**src/common/pdb_pkg.sv**
```systemverilog
// pdb_pkg: register map, field layout, codes and states of the dead-band
// and output logic block.
// assumes a 32-bit APB master; each register sits in one aligned word.
package pdb_pkg;

    localparam int unsigned ADDR_W = 18;
    localparam int unsigned DATA_W = 32;
    localparam int unsigned REG_W = 16;
    localparam int unsigned NUM_UNITS = 3;
    localparam int unsigned NUM_PINS = 9;
    localparam int unsigned NUM_FULL_PINS = 6;
    localparam int unsigned PERIOD_W = 8;
    localparam int unsigned PSC_CNT_W = 3;

    // register indices; byte address is four times the index
    localparam logic [15:0] IDX_COMPARE_CONTROL = 16'h7411;
    localparam logic [15:0] IDX_FULL_ACTION = 16'h7413;
    localparam logic [15:0] IDX_SIMPLE_ACTION = 16'h7414;
    localparam logic [15:0] IDX_DEAD_BAND_CONTROL = 16'h7415;
    localparam logic [15:0] IDX_STATUS = 16'h7416;

    // dead_band_control fields
    localparam int unsigned DB_PERIOD_LSB = 8;
    localparam int unsigned DB_EN_UNIT1 = 5;
    localparam int unsigned DB_PSC_LSB = 3;
    localparam logic [15:0] DB_CTRL_MASK = 16'hFFF8;
    localparam logic [15:0] DB_CTRL_RESET = 16'h0000;

    // compare_control_reg fields
    localparam int unsigned CC_FULL_OE = 9;
    localparam int unsigned CC_SIMPLE_OE = 8;
    localparam int unsigned CC_PROTECT_EN = 3;
    localparam int unsigned CC_MODE_LSB = 0;
    localparam logic [15:0] CC_MASK = 16'h030F;
    localparam logic [15:0] CC_RESET = 16'h0000;

    localparam logic [15:0] FULL_ACT_MASK = 16'h0FFF;
    localparam logic [15:0] SIMPLE_ACT_MASK = 16'h003F;
    localparam logic [15:0] ACT_RESET = 16'h0000;

    // status fields
    localparam int unsigned ST_TRUE_LSB = 9;
    localparam int unsigned ST_COMP_LSB = 12;
    localparam int unsigned ST_PROTECT = 15;

    // prescaler: last count of each divide ratio (divisor minus one)
    localparam logic [1:0] PSC_DIV1 = 2'h0;
    localparam logic [1:0] PSC_DIV2 = 2'h1;
    localparam logic [1:0] PSC_DIV4 = 2'h2;
    localparam logic [1:0] PSC_DIV8 = 2'h3;
    localparam logic [2:0] PSC_LAST_DIV1 = 3'h0;
    localparam logic [2:0] PSC_LAST_DIV2 = 3'h1;
    localparam logic [2:0] PSC_LAST_DIV4 = 3'h3;
    localparam logic [2:0] PSC_LAST_DIV8 = 3'h7;

    // action codes, PWM reading and compare reading
    localparam logic [1:0] PWM_FORCED_LOW = 2'h0;
    localparam logic [1:0] PWM_ACTIVE_LOW = 2'h1;
    localparam logic [1:0] PWM_ACTIVE_HIGH = 2'h2;
    localparam logic [1:0] PWM_FORCED_HIGH = 2'h3;
    localparam logic [1:0] CMP_HOLD = 2'h0;
    localparam logic [1:0] CMP_RESET = 2'h1;
    localparam logic [1:0] CMP_SET = 2'h2;
    localparam logic [1:0] CMP_TOGGLE = 2'h3;

    typedef enum logic [2:0] {
        DB_FOLLOW = 3'b001,
        DB_WAIT = 3'b010,
        DB_SETTLED = 3'b100
    } pdb_db_state_t;

endpackage

```
**src/hdl/pdb_output_logic.sv**
```systemverilog
// pdb_output_logic: dead-band insertion for three full compare units and
// output logic with polarity, compare actions and tri-state for nine pins.
// assumes all inputs synchronous to clk; APB slave with one access cycle.
//
// Summary of operation
// one 8-bit period in control bits 15..8 serves all three timers
// bits 7, 6, 5 enable dead-band for units 3, 2, 1
// bits 4..3 prescale timers from CPU clock: 1, 2, 4 or 8
// control bits 2..0 read zero and ignore writes
// every control field resets to zero
// three waveform inputs, one per full compare unit
// dead-band off: both outputs of a pair equal the input
// dead-band on: pair edges separated by prescale times period clocks
// with dead-band on, on periods of upper and lower outputs never overlap
// with dead-band on, outputs are not forced inactive at period end
// compare mode bypasses dead-band whatever the enable bit
// PWM mode: active low, active high, forced low or forced high
// compare mode: hold, set, reset or toggle on a compare match
// output enables, unmasked protect low or reset tri-state the pins
// protect and reset override enables and action settings
// output logic merges dead-band, matches, simple waves, action bits
// action code 00..11: hold/reset/set/toggle or low/alow/ahigh/high
// three 8-bit down-counting timers run from the CPU clock
// each input edge reloads the timer; new rising edge waits for zero
// period zero inserts no delay
// pulse shorter than dead-band leaves both outputs inactive
//
// Local design decision: the APB slave port.
module pdb_output_logic
    import pdb_pkg::*;
(
    input wire logic clk,
    input wire logic rst_b,
    input wire logic ce,
    input wire logic psel,
    input wire logic penable,
    input wire logic pwrite,
    input wire logic [ADDR_W-1:0] paddr,
    input wire logic [DATA_W-1:0] pwdata,
    output logic [DATA_W-1:0] prdata,
    output logic pready,
    output logic pslverr,
    input wire logic phaseWaveIn1,
    input wire logic phaseWaveIn2,
    input wire logic phaseWaveIn3,
    input wire logic [NUM_UNITS-1:0] fullCompareMatch,
    input wire logic [NUM_UNITS-1:0] simpleWaveIn,
    input wire logic powerDriveProtect_b,
    output logic [NUM_PINS-1:0] comparePwmPin,
    output logic [NUM_PINS-1:0] comparePwmPinOe_b
);

    function automatic logic [2:0] pscLast(input logic [1:0] code);
        logic [2:0] last;
        last = PSC_LAST_DIV1;
        unique case (code)
            PSC_DIV1: last = PSC_LAST_DIV1;
            PSC_DIV2: last = PSC_LAST_DIV2;
            PSC_DIV4: last = PSC_LAST_DIV4;
            PSC_DIV8: last = PSC_LAST_DIV8;
        endcase
        return last;
    endfunction

    function automatic logic pwmLevel(input logic [1:0] act,
                                      input logic src);
        logic lvl;
        lvl = 1'b0;
        unique case (act)
            PWM_FORCED_LOW: lvl = 1'b0;
            PWM_ACTIVE_LOW: lvl = ~src;
            PWM_ACTIVE_HIGH: lvl = src;
            PWM_FORCED_HIGH: lvl = 1'b1;
        endcase
        return lvl;
    endfunction

    function automatic logic cmpLevel(input logic [1:0] act,
                                      input logic cur,
                                      input logic hit);
        logic lvl;
        lvl = cur;
        if (hit) begin
            unique case (act)
                CMP_HOLD: lvl = cur;
                CMP_RESET: lvl = 1'b0;
                CMP_SET: lvl = 1'b1;
                CMP_TOGGLE: lvl = ~cur;
            endcase
        end
        return lvl;
    endfunction

    function automatic logic [ADDR_W-1:0] byteAddr(input logic [15:0] idx);
        return {idx, 2'b00};
    endfunction

    logic [REG_W-1:0] deadBandControl_reg;
    logic [REG_W-1:0] compareControl_reg;
    logic [REG_W-1:0] fullCompareAction_reg;
    logic [REG_W-1:0] simpleCompareAction_reg;

    logic [PERIOD_W-1:0] dbPeriod;
    logic [NUM_UNITS-1:0] dbEnable;
    logic [1:0] dbPrescale;
    logic [NUM_UNITS-1:0] cmpMode;
    logic [NUM_UNITS-1:0] dbBypass;
    logic [NUM_UNITS-1:0] waveIn;
    logic protectTrip;

    assign dbPeriod = deadBandControl_reg[DB_PERIOD_LSB +: PERIOD_W];
    assign dbEnable = deadBandControl_reg[DB_EN_UNIT1 +: NUM_UNITS];
    assign dbPrescale = deadBandControl_reg[DB_PSC_LSB +: 2];
    assign cmpMode = compareControl_reg[CC_MODE_LSB +: NUM_UNITS];
    assign dbBypass = ~dbEnable | cmpMode;
    assign waveIn = {phaseWaveIn3, phaseWaveIn2, phaseWaveIn1};
    assign protectTrip = compareControl_reg[CC_PROTECT_EN]
                         & ~powerDriveProtect_b;

    // APB decode; no wait states, unmapped addresses answer pslverr
    logic setupPhase;
    logic accessWrite;
    logic addrHit;
    logic [REG_W-1:0] readMux;
    logic [REG_W-1:0] statusWord;

    assign setupPhase = psel & ~penable;
    assign accessWrite = psel & penable & pready & pwrite;

    always_comb begin
        addrHit = 1'b1;
        readMux = '0;
        unique case (paddr)
            byteAddr(IDX_COMPARE_CONTROL): readMux = compareControl_reg;
            byteAddr(IDX_FULL_ACTION): readMux = fullCompareAction_reg;
            byteAddr(IDX_SIMPLE_ACTION): readMux = simpleCompareAction_reg;
            byteAddr(IDX_DEAD_BAND_CONTROL): readMux = deadBandControl_reg;
            byteAddr(IDX_STATUS): readMux = statusWord;
            default: addrHit = 1'b0;
        endcase
    end

    always_ff @(posedge clk) begin
        if (!rst_b) begin
            pready <= 1'b0;
            pslverr <= 1'b0;
            prdata <= '0;
        end else if (ce) begin
            pready <= setupPhase;
            pslverr <= setupPhase & ~addrHit;
            if (setupPhase) begin
                prdata <= {{(DATA_W-REG_W){1'b0}}, readMux};
            end
        end
    end

    always_ff @(posedge clk) begin
        if (!rst_b) begin
            deadBandControl_reg <= DB_CTRL_RESET;
            compareControl_reg <= CC_RESET;
            fullCompareAction_reg <= ACT_RESET;
            simpleCompareAction_reg <= ACT_RESET;
        end else if (ce && accessWrite && !pslverr) begin
            unique case (paddr)
                byteAddr(IDX_COMPARE_CONTROL):
                    compareControl_reg <= pwdata[REG_W-1:0] & CC_MASK;
                byteAddr(IDX_FULL_ACTION):
                    fullCompareAction_reg <= pwdata[REG_W-1:0]
                                             & FULL_ACT_MASK;
                byteAddr(IDX_SIMPLE_ACTION):
                    simpleCompareAction_reg <= pwdata[REG_W-1:0]
                                               & SIMPLE_ACT_MASK;
                byteAddr(IDX_DEAD_BAND_CONTROL):
                    deadBandControl_reg <= pwdata[REG_W-1:0]
                                           & DB_CTRL_MASK;
                default: ;
            endcase
        end
    end

    // dead-band unit: one 8-bit down counter and prescale count per unit
    logic [NUM_UNITS-1:0] waveQ_reg;
    logic [NUM_UNITS-1:0] dbTrue_reg;
    logic [NUM_UNITS-1:0] dbComp_reg;
    logic [PERIOD_W-1:0] dbTimer_reg [NUM_UNITS];
    logic [PSC_CNT_W-1:0] dbPsc_reg [NUM_UNITS];
    pdb_db_state_t dbState_reg [NUM_UNITS];
    logic [2:0] pscEnd;

    assign pscEnd = pscLast(dbPrescale);

    always_ff @(posedge clk) begin
        if (!rst_b) begin
            waveQ_reg <= '0;
            dbTrue_reg <= '0;
            dbComp_reg <= '0;
            for (int u = 0; u < NUM_UNITS; u++) begin
                dbTimer_reg[u] <= '0;
                dbPsc_reg[u] <= '0;
                dbState_reg[u] <= DB_FOLLOW;
            end
        end else if (ce) begin
            waveQ_reg <= waveIn;
            for (int u = 0; u < NUM_UNITS; u++) begin
                if (dbBypass[u]) begin
                    dbTrue_reg[u] <= waveIn[u];
                    dbComp_reg[u] <= waveIn[u];
                    dbTimer_reg[u] <= '0;
                    dbPsc_reg[u] <= '0;
                    dbState_reg[u] <= DB_FOLLOW;
                end else if (waveIn[u] != waveQ_reg[u]
                             || dbState_reg[u] == DB_FOLLOW) begin
                    // turning on dead-band also starts a gap, so the
                    // pair cannot overlap right after the enable
                    if (dbPeriod == '0) begin
                        dbTrue_reg[u] <= waveIn[u];
                        dbComp_reg[u] <= ~waveIn[u];
                        dbState_reg[u] <= DB_SETTLED;
                    end else begin
                        dbTrue_reg[u] <= 1'b0;
                        dbComp_reg[u] <= 1'b0;
                        dbTimer_reg[u] <= dbPeriod;
                        dbPsc_reg[u] <= '0;
                        dbState_reg[u] <= DB_WAIT;
                    end
                end else begin
                    unique case (dbState_reg[u])
                        DB_WAIT: begin
                            if (dbPsc_reg[u] == pscEnd) begin
                                dbPsc_reg[u] <= '0;
                                if (dbTimer_reg[u] == PERIOD_W'(1)) begin
                                    dbTimer_reg[u] <= '0;
                                    dbTrue_reg[u] <= waveIn[u];
                                    dbComp_reg[u] <= ~waveIn[u];
                                    dbState_reg[u] <= DB_SETTLED;
                                end else begin
                                    dbTimer_reg[u] <= dbTimer_reg[u]
                                                      - PERIOD_W'(1);
                                end
                            end else begin
                                dbPsc_reg[u] <= dbPsc_reg[u]
                                                + PSC_CNT_W'(1);
                            end
                        end
                        // settled pair holds until the next input edge
                        DB_SETTLED: dbState_reg[u] <= DB_SETTLED;
                        DB_FOLLOW: dbState_reg[u] <= DB_FOLLOW;
                    endcase
                end
            end
        end
    end

    // output logic
    logic [NUM_FULL_PINS-1:0] cmpState_reg;
    logic [NUM_FULL_PINS-1:0] cmpNext;
    logic [NUM_PINS-1:0] levelNext;
    logic [NUM_PINS-1:0] oeNext_b;

    always_comb begin
        cmpNext = cmpState_reg;
        levelNext = '0;
        for (int y = 0; y < NUM_FULL_PINS; y++) begin
            cmpNext[y] = cmpLevel(fullCompareAction_reg[2*y +: 2],
                                  cmpState_reg[y],
                                  fullCompareMatch[y/2]);
            if (cmpMode[y/2]) begin
                levelNext[y] = cmpNext[y];
            end else if (y % 2 == 0) begin
                levelNext[y] = pwmLevel(fullCompareAction_reg[2*y +: 2],
                                        dbTrue_reg[y/2]);
            end else begin
                levelNext[y] = pwmLevel(fullCompareAction_reg[2*y +: 2],
                                        dbComp_reg[y/2]);
            end
        end
        for (int s = 0; s < NUM_UNITS; s++) begin
            levelNext[NUM_FULL_PINS+s] =
                pwmLevel(simpleCompareAction_reg[2*s +: 2],
                         simpleWaveIn[s]);
        end
    end

    always_comb begin
        oeNext_b = '1;
        if (!protectTrip) begin
            oeNext_b[NUM_FULL_PINS-1:0] =
                {NUM_FULL_PINS{~compareControl_reg[CC_FULL_OE]}};
            oeNext_b[NUM_PINS-1:NUM_FULL_PINS] =
                {NUM_UNITS{~compareControl_reg[CC_SIMPLE_OE]}};
        end
    end

    assign statusWord = {protectTrip, dbComp_reg, dbTrue_reg, comparePwmPin};

    always_ff @(posedge clk) begin
        if (!rst_b) begin
            cmpState_reg <= '0;
            comparePwmPin <= '0;
            comparePwmPinOe_b <= '1;
        end else if (ce) begin
            cmpState_reg <= cmpNext;
            comparePwmPin <= levelNext;
            comparePwmPinOe_b <= oeNext_b;
        end
    end

endmodule // pdb_output_logic

```
**config.mk**
```make
export PLATFORM = sky130hd
export DESIGN_NAME = pdb_output_logic
export DESIGN_NICKNAME = d
export VERILOG_FILES = /design/src/common/pdb_pkg.sv /design/src/hdl/pdb_output_logic.sv
export SDC_FILE = /design/constraint.sdc
export NUM_CORES = 1
export LEC_CHECK = 0
export BUFFER_PORTS_ARGS = -buffer_cell sky130_fd_sc_hd__buf_2
export CORE_ASPECT_RATIO = 1.75
export CORE_MARGIN = 2
export CORE_UTILIZATION = 35
export DETAILED_ROUTE_END_ITERATION = 12
export PLACE_DENSITY = 0.63
export RECOVER_POWER = 100
export REMOVE_ABC_BUFFERS = 1
export SETUP_SLACK_MARGIN = 0.4
export SKIP_LAST_GASP = 1
export SYNTH_ARGS = -nofsm -noshare
export SYNTH_HDL_FRONTEND = slang
export SYNTH_SLANG_ARGS = --single-unit
```
**constraint.sdc**
```tcl
create_clock -name clk -period 3.2 [get_ports clk]
set_input_delay 0.64 -clock clk [delete_from_list [all_inputs] [get_ports clk]]
set_output_delay 0.64 -clock clk [all_outputs]
set_load 0.05 [all_outputs]
```
**Word level (Yosys, flattened, before mapping)**

Memories as Yosys holds them, arrays and structs flattened.
Index checks and enable logic that the tools add are counted.

- Add/sub/neg operators: 6
- Equal/unequal tests: 53
- Mux-type cells: 280
- Bitwise operators: 73
- Reductions and logical operators: 35

Operators with widths:

| operator | count |
|---|---|
| $mux 1 | 220 |
| $mux 8 | 12 |
| $eq 18x17->1 const B | 5 |
| $mux 3 | 30 |
| $pmux 16 s5 | 1 |
| $pmux 1 s4 | 15 |
| $or 1x1->1 | 42 |
| $eq 2x2->1 const B | 20 |
| $reduce_bool 3->1 | 9 |
| $eq 8x1->1 const B | 3 |
| $sub 8x1->8 const B | 3 |
| $not 1->1 | 23 |
| $eq 2x1->1 const B | 10 |
| $logic_not 2->1 | 10 |
| $pmux 3 s4 | 1 |
| $reduce_and 4->1 | 3 |
| $reduce_and 2->1 | 5 |
| $add 3x1->3 const B | 3 |
| $eq 3x1->1 const B | 3 |
| $eq 3x2->1 const B | 3 |
| $eq 3x3->1 | 3 |
| $eq 3x3->1 const B | 3 |
| $mux 9 | 1 |
| $logic_not 8->1 | 1 |
| other kinds (8) | 18 |

- Register bits: 88
- Memory bits (writable): 42
- Input bits: 66
- Output and inout bits: 52
- Logic and storage cells: 467
- Memories: 3

Memory list:

| name | depth | bits a word | rd ports | clocked after memory_dff | wr ports | RTL line | source |
|---|---|---|---|---|---|---|---|
| dbTimer_reg | 3 | 8 | 3 | 0 | 3 | pdb_output_logic.sv:185 | `logic [PERIOD_W-1:0] dbTimer_reg [NUM_UNITS];` |
| dbPsc_reg | 3 | 3 | 3 | 0 | 3 | pdb_output_logic.sv:186 | `logic [PSC_CNT_W-1:0] dbPsc_reg [NUM_UNITS];` |
| dbState_reg | 3 | 3 | 3 | 0 | 3 | pdb_output_logic.sv:187 | `pdb_db_state_t dbState_reg [NUM_UNITS];` |

**Longest topological paths before layout**

Gate-level depths: netlist of run 1.

- Depth in word-level cells: 13
- Depth in mapped cells: 7
- Depth with buffers taken out: 7

**Least setup slack after synthesis of run 1**

OpenSTA, ideal clock, no wires.

- Kind: input-to-reg
- Start: input port paddr[9]
- End: register simpleCompareAction_reg[0]
- Library setup time: 0.117 ns
- Arrival time: 2.070 ns
- Required time: 3.083 ns
- Setup slack: 1.013 ns
- Cell stages on the path: 6
- Buffers on the path: 1
- Cells stage by stage: or4b_1 -> buf_2 -> nor4_2 -> nand4_2 -> mux2i_1 -> nor2b_1

- Cells in the longest elaborated chain, start to end: 2

Ends and longest elaborated chain:

| element | RTL line | source |
|---|---|---|
| from (decl) | pdb_output_logic.sv:38 | `input wire logic [ADDR_W-1:0] paddr,` |
| $eq 18x17->1 | pdb_output_logic.sv:164 | `unique case (paddr)` |
| $reduce_and 2->1 (no source line) | - |  |
| to (signal assigned) | pdb_output_logic.sv:171 | `simpleCompareAction_reg <= pwdata[REG_W-1:0]` |
| to (decl) | pdb_output_logic.sv:101 | `logic [REG_W-1:0] simpleCompareAction_reg;` |

Every way passes these cells.
A chain may end at the register's enable or synchronous reset.

**Final worst setup path of run 1**

- Start: input port paddr[1]
- End: register prdata[3]

- Cells in the longest elaborated chain, start to end: 2
- Elaborated cells between the ends (all ways): 6
- Classes of those cells: eq/ne (5); mux (1)

Ends and longest elaborated chain:

| element | RTL line | source |
|---|---|---|
| $eq 18x17->1 | pdb_output_logic.sv:133 | `unique case (paddr)` |
| $pmux 16 s5 * | pdb_output_logic.sv:133 |  |
| to (signal assigned) | pdb_output_logic.sv:152 | `prdata <= {{(DATA_W-REG_W){1'b0}}, readMux};` |
| to (decl) | pdb_output_logic.sv:40 | `output logic [DATA_W-1:0] prdata,` |

Mark *: on every way between the ends. The rest lies on a longest branch, timed or not.

==> impl_metrics.toml, run 1 <==
[detailed_routing]
antenna_left = 0
drt_wl_total_mm = 18.71
vias = 5612
routedWlPerCell_um = 18.01
dr.pass1.iters = 7
drcViolationCount = 0
viasPerCell = 5.401
drt-initial-drc-count = 334

[timing]
finalCritPeriodShare = 0.8055
maxSlewViolCount = 0
setup_viol = 0
slew_headroom = 0.1005
fin_skew_ns = 0.008298
worst_slack_ns = 0.6223
finalWorstPathRequiredPeriod_ns = 2.578
final-hold-violation-count = 0
max_freq_mhz = 387.9
worst_pin_slew_ns = 1.349
timing.setup.tns_ns = 0
rsz0062_at_grt = "false"

[logic_synthesis]
synth.avg_cell_area_um2 = 9.727
synth_top_flop_cell = "dfxtp_1"
yosys_warnings = 0
yosysSeqAreaShare = 0.4210
synth_top_cells_by_area = "dfxtp_1, edfxtp_1, mux2i_1"
synth-edff-count = 42
ys_top_cells_by_count = "dfxtp_1, mux2i_1, nand2_1"
async_reset_ff_frac = 0
synth_seq_cells = 123
synthCells = 704
synth_top_cell_by_area = "dfxtp_1"
netlist.area_leader.share = 0.2368
synth_most_common_cell = "dfxtp_1"
netlist_area_mm2 = 0.006848
yosysUniqueCellTypes = 66

[power_and_ir_drop]
ir_worst_vdd_mv = 0.4081
finalPower_uw = 3956
total_leakage_power_uw = 0.003132
power_density_mw_per_mm2 = 498.5

[die]
rows = 67
dieArea_mm2 = 0.02074
ios = 118
core_mm2 = 0.01920
floorplan.initialDensity = 0.3567
die_w_um = 109.7
die_h_um = 189.0

[critical_path]
cp_cell_sequence = "clkbuf_1, or3b_1, nand4bb_1, nor4_2, a22oi_1, a21oi_1"
cp.required_ns = 3.55
start_kind = "input port"
path_class = "input port to register"
slowest_delay_ns = 1.01
cp-end-kind = "register"
ff2ff_path_depth = 4
crit_path_max_fanout = 10
arrival_ns = 2.93
critPathSlowestCell = "nor4_2"

[place]
pre_cts_ws_ns = 0.5795
dp_hpwl_mm = 13.89
place_area_mm2 = 0.007461
dp.cells = 1007
io_buffers = 85
gp_congestion = 0.8521

[clock_tree]
cts_buffers = 17
htree_levels = 4
postCtsSetupBuffers = 0
clkTransAtPathRegs_ns = 0.06
cts_tree = "yes"
cts_root_buf = "clkbuf_16"
cts.path.max_buffers = 2
hold_buffers = 0
cts.repair.resized = 0
insertion_delay_ns = 0.42
cts_sinks = 123

[cells_and_area]
synthToLayoutAreaGrowth_pct = 15.88
diodes = 0
final_cells = 1039
final_cell_area_mm2 = 0.007935
nets = 860
drive_gt1_frac = 0.1316
largest_reg_flops = 24

[hold_path]
hold_depth = 3
min_path_type = "input port to register"

[global_route]
antenna_found_initial = 0
grt_use_total = 0.1898
grt.overflow.total = 0
grt_pass1_vias = 5477
grt_pass1_wl_mm = 29.70
grt_max_degree = 86

[flow_run]
maxCapViolCount = 0

[run_status]
status = "completed"
kinds of logic after synthesis:
logic type,Yosys count,share of synthesized area
AOI/OAI and AO/OA,134,0.1369
xor gates and xnor gates,23,0.02942
adders and majority gates,9,0.01644
buffers and inverters,66,0.05025
DFF,123,0.4210
muxes,72,0.1063
other,1,0.0005476
and+or+nand+nor,276,0.2392
worst paths after layout:
check	startpoint	endpoint	slack, ns
setup reg to reg	dbTimer_reg[2][3]$_SDFFCE_PN0P_	dbState_reg[2][2]$_SDFFCE_PP0P_	0.75
hold reg to reg	prdata[9]$_SDFFE_PN0P_	prdata[9]$_SDFFE_PN0P_	0.49
hold / removal	pwdata[15]	deadBandControl_reg[15]$_SDFFE_PN0P_	0.48
setup / recovery	paddr[1]	prdata[3]$_SDFFE_PN0P_	0.62
placed cells by master, fill, tap and decap left out, types with 13 or more instances in the layout:
cell and count:
nor2_1 37, buf_2 47, conb_1 16, nand3_1 31, nor2b_1 47, o2bb2ai_1 16
clkbuf_1 42, nand2_1 51, inv_1 13, clkbuf_16 17, edfxtp_1 42, mux2i_1 66
nor3_1 15, nand2b_1 13, o21ai_0 37, dfxtp_1 81, a21oi_1 18
per-stage QoR:
stage / util / hold WS (ns)
after floorplan: - / 0.4607
after global placement: 0.3886 / 0.4582
after detailed placement: 0.3886 / 0.4550
after CTS: 0.4199 / 0.4688
after global routing: 0.4133 / 0.4752
final: 0.4133 / 0.4802
per-layer routing:
| metal | track usage | wire length, um | vias up | share of wire |
|---|---|---|---|---|
| met1 | 0.2102 | 7112 | 2693 | 0.38 |
| met4 | 0.09640 | 734 | 0 | 0.039 |
| met2 | 0.3431 | 10250 | 150 | 0.55 |
| met5 | 0 | 0 | - | 0 |
| li1 | - | - | 2726 | - |
| met3 | 0.02685 | 612 | 43 | 0.033 |
final cells by class:
| cell class | count | area, um2 |
|---|---|---|
| multi-input cells | 530 | 3613 |
| fillers | 1931 | 11260 |
| clock buffers | 17 | 425.4 |
| inverters | 13 | 48.80 |
| well taps | 241 | 301.5 |
| repair buffers | 100 | 488.0 |
| flip-flops and latches | 123 | 2883 |
| clock inverters | 15 | 175.2 |
report_power, final:
part           internal, uW  switching (uW)
registers              1640            31.9
logic                   102             199
clock network          1220             756
total                  2970             986
critical path: cells and delay by family:
family / cells / cell delay [ns]
buffers and inverters: 1 / 0.09
AOI/OAI and AO/OA: 2 / 0.42
and+or+nand+nor: 3 / 1.77
(Power assumes the default switching activity.)
==> run 2: changes to the inputs <==
--- a/config.mk
+++ b/config.mk
@@ -10,7 +10,7 @@
 export CORE_MARGIN = 2
 export CORE_UTILIZATION = 35
 export DETAILED_ROUTE_END_ITERATION = 12
-export PLACE_DENSITY = 0.63
+export PLACE_DENSITY = 0.65
 export RECOVER_POWER = 100
 export REMOVE_ABC_BUFFERS = 1
 export SETUP_SLACK_MARGIN = 0.4
==> constraint.sdc (replaced) <==
create_clock -name clk -period 2.3 [get_ports clk]
set_input_delay 0.46 -clock clk [delete_from_list [all_inputs] [get_ports clk]]
set_output_delay 0.46 -clock clk [all_outputs]
set_load 0.05 [all_outputs]
==> run 2 against run 1 <==
Net effect: flip-flop and latch count is the same; worst hold slack lost 0.18 ns; routed wire length grew 5.3%; critical path type is now register to register; first-iteration DRC count shrank 7.5%; clock power grew 34%; clock skew shrank 0.0012 ns.
==> impl_metrics.toml, run 2 (synthesis gave the netlist of run 1 again) <==
[clock_tree]
cts_buffers = 17
htree_levels = 4
cts_root_buf = "clkbuf_16"
cts_tree = "yes"
cts.path.max_buffers = 2
insertion_delay_ns = 0.42
clkTransAtPathRegs_ns = 0.06
cts_sinks = 123

[detailed_routing]
drcViolationCount = 0
vias = 5786
viasPerCell = 5.343
dr_wl_met2_mm = 11.17
dr.pass1.iters = 5
drt-initial-drc-count = 309
routedWlPerCell_um = 18.18
drt_wl_total_mm = 19.69
top_layer = "met4"
antenna_left = 0
wl_met3_um = 695
wl_met1_mm = 7.150

[critical_path]
slowest_delay_ns = 0.44
arrival_ns = 2.15
worst-r2r-setup-slack_ns = 0.27
crit_path_frequent_cell = "or3_1"
crit_family = "simple AND/OR/NAND/NOR gates"
start_kind = "register"
path_class = "register to register"
ff2ff_path_depth = 5
critPathSlowestCell = "edfxtp_1"
crit_path_max_fanout = 4
cp_cell_sequence = "nor4bb_1, and2_0, or3_1, or3_1, nand3_1"
timing.critical_path.buf_inv = 0
cp-end-kind = "register"
r2r_end = "dbPsc_reg[2][1]$_SDFFCE_PN0P_"
r2r-start = "dbPsc_reg[2][1]$_SDFFCE_PN0P_"
cp.required_ns = 2.42

[cells_and_area]
final_cell_area_mm2 = 0.008506
final_common_cell = "dfxtp_1"
largest_reg_flops = 24
fin_util = 0.4431
nets = 904
drive_gt1_frac = 0.2090
final_cells = 1083
synthToLayoutAreaGrowth_pct = 24.21
diodes = 0
final_cell_mix = "dfxtp_1, mux2i_1, nand2_1, clkbuf_1"

[hold_path]
hold_path.startpoint = "pwdata[13]"
min_path_type = "input port to register"
min_to = "deadBandControl_reg[13]$_SDFFE_PN0P_"
hold_depth = 3

[timing]
slew_headroom = 0.5839
rsz0062_at_grt = "true"
finalCritPeriodShare = 0.8838
max_freq_mhz = 491.9
maxSlewViolCount = 0
finalWorstPathRequiredPeriod_ns = 2.033
setup_viol = 0
hold-worst-slack_ns = 0.3042
worst_slack_ns = 0.2672
fin_skew_ns = 0.007099
final-hold-violation-count = 0
worst_pin_slew_ns = 0.6268

[global_route]
grt_max_degree = 58
grt_pass1_wl_mm = 30.61
grt.overflow.total = 0
antenna_found_initial = 0
grt_use_total = 0.1950
grt_pass1_vias = 5895

[power_and_ir_drop]
p_switching_uw = 1317
seq_power_share = 0.428
clkPwrFrac = 0.487
switching_share = 0.2414
p_int_uw = 4140
power_density_mw_per_mm2 = 641.6
combPwrFrac = 0.085
ir_worst_vdd_mv = 0.5765
total_leakage_power_uw = 0.003428

[die]
rows = 67
die_h_um = 189.0
floorplan.initialDensity = 0.3567
core_mm2 = 0.01920
ios = 118
dieArea_mm2 = 0.02074
die_w_um = 109.7

[place]
gp_congestion = 0.9062
place_area_mm2 = 0.007734
dp.cells = 1040
pre_cts_ws_ns = 0.02391
io_buffers = 85
dp_hpwl_mm = 14.56

[run_status]
status = "completed"

[flow_run]
maxCapViolCount = 0
[run 2: cell types whose count changed in the layout (fill, tap and decap cells not counted), sizes merged]
cell / change
buf: +36
bufinv: -2
clkbuf: +17
clkinv: -6
inv: -1
[run 2: power by group through the flow]
stage | combinational, uW | clock [uW] | sequential [uW]
6_report | 465 | 2660 | 2340
5_1_grt | 503 | 2760 | 2340
4_1_cts | 459 | 2660 | 2330
3_5_place_dp | 445 | 0 | 2380
3_3_place_gp | 444 | 0 | 2380
2_1_floorplan | 244 | 0 | 2390
[run 2: metal layers]
| metal | GRT usage | up-vias |
|---|---|---|
| li1 | - | 2816 |
| met3 | 0.03855 | 44 |
| met4 | 0.08471 | 0 |
| met5 | 0 | - |
| met2 | 0.3770 | 159 |
| met1 | 0.1930 | 2767 |
[run 2: cell type report]
cell class / count / area [um2]
fillers: 1854 / 10690
multi-input cells: 530 / 3842
flip-flops and latches: 123 / 2888
repair buffers: 144 / 838.3
clock buffers: 26 / 529.3
well taps: 241 / 301.5
clock inverters: 6 / 57.56
inverters: 13 / 48.80
[run 2: worst max-delay path by stage]
stage / startpoint / endpoint / slack [ns] / depth (start not counted)
6_report: dbPsc_reg[2][1]$_SDFFCE_PN0P_ / dbPsc_reg[2][1]$_SDFFCE_PN0P_ / 0.27 / 5
5_1_grt: deadBandControl_reg[4]$_SDFFE_PN0P_ / dbState_reg[1][1]$_SDFFCE_PP0P_ / 0.14 / 6
4_1_cts: dbTimer_reg[2][3]$_SDFFCE_PN0P_ / dbTimer_reg[2][4]$_SDFFCE_PN0P_ / 0.31 / 6
3_5_place_dp: paddr[9] / simpleCompareAction_reg[2]$_SDFFE_PN0P_ / 0.02 / 6
3_3_place_gp: paddr[9] / simpleCompareAction_reg[1]$_SDFFE_PN0P_ / 0.04 / 6
2_1_floorplan: comparePwmPinOe_b[5]$_SDFFE_PN1P_ / comparePwmPinOe_b[0] / -0.37 / 0
[run 2: repair_timing]
item                       4_1_cts  5_1_grt
pin swaps                        9        9
setup endpoints to repair       76       78
gates cloned                     1        0
hold buffers                     0        0
buffers inserted                 6        4
gates resized for setup         25       42
[run 2: through the flow]
stage,setup TNS (ns),power (uW)
2_1_floorplan,-2.522,2637
4_1_cts,0,5455
3_3_place_gp,0,2821
5_1_grt,0,5602
6_report,0,5457
3_5_place_dp,0,2824
[run 2: worst reg2reg max path: stages (launching register included)]
cell      delay [ns]
edfxtp_1        0.44
nor4bb_1        0.18
and2_0          0.19
or3_1           0.38
or3_1           0.38
nand3_1         0.18
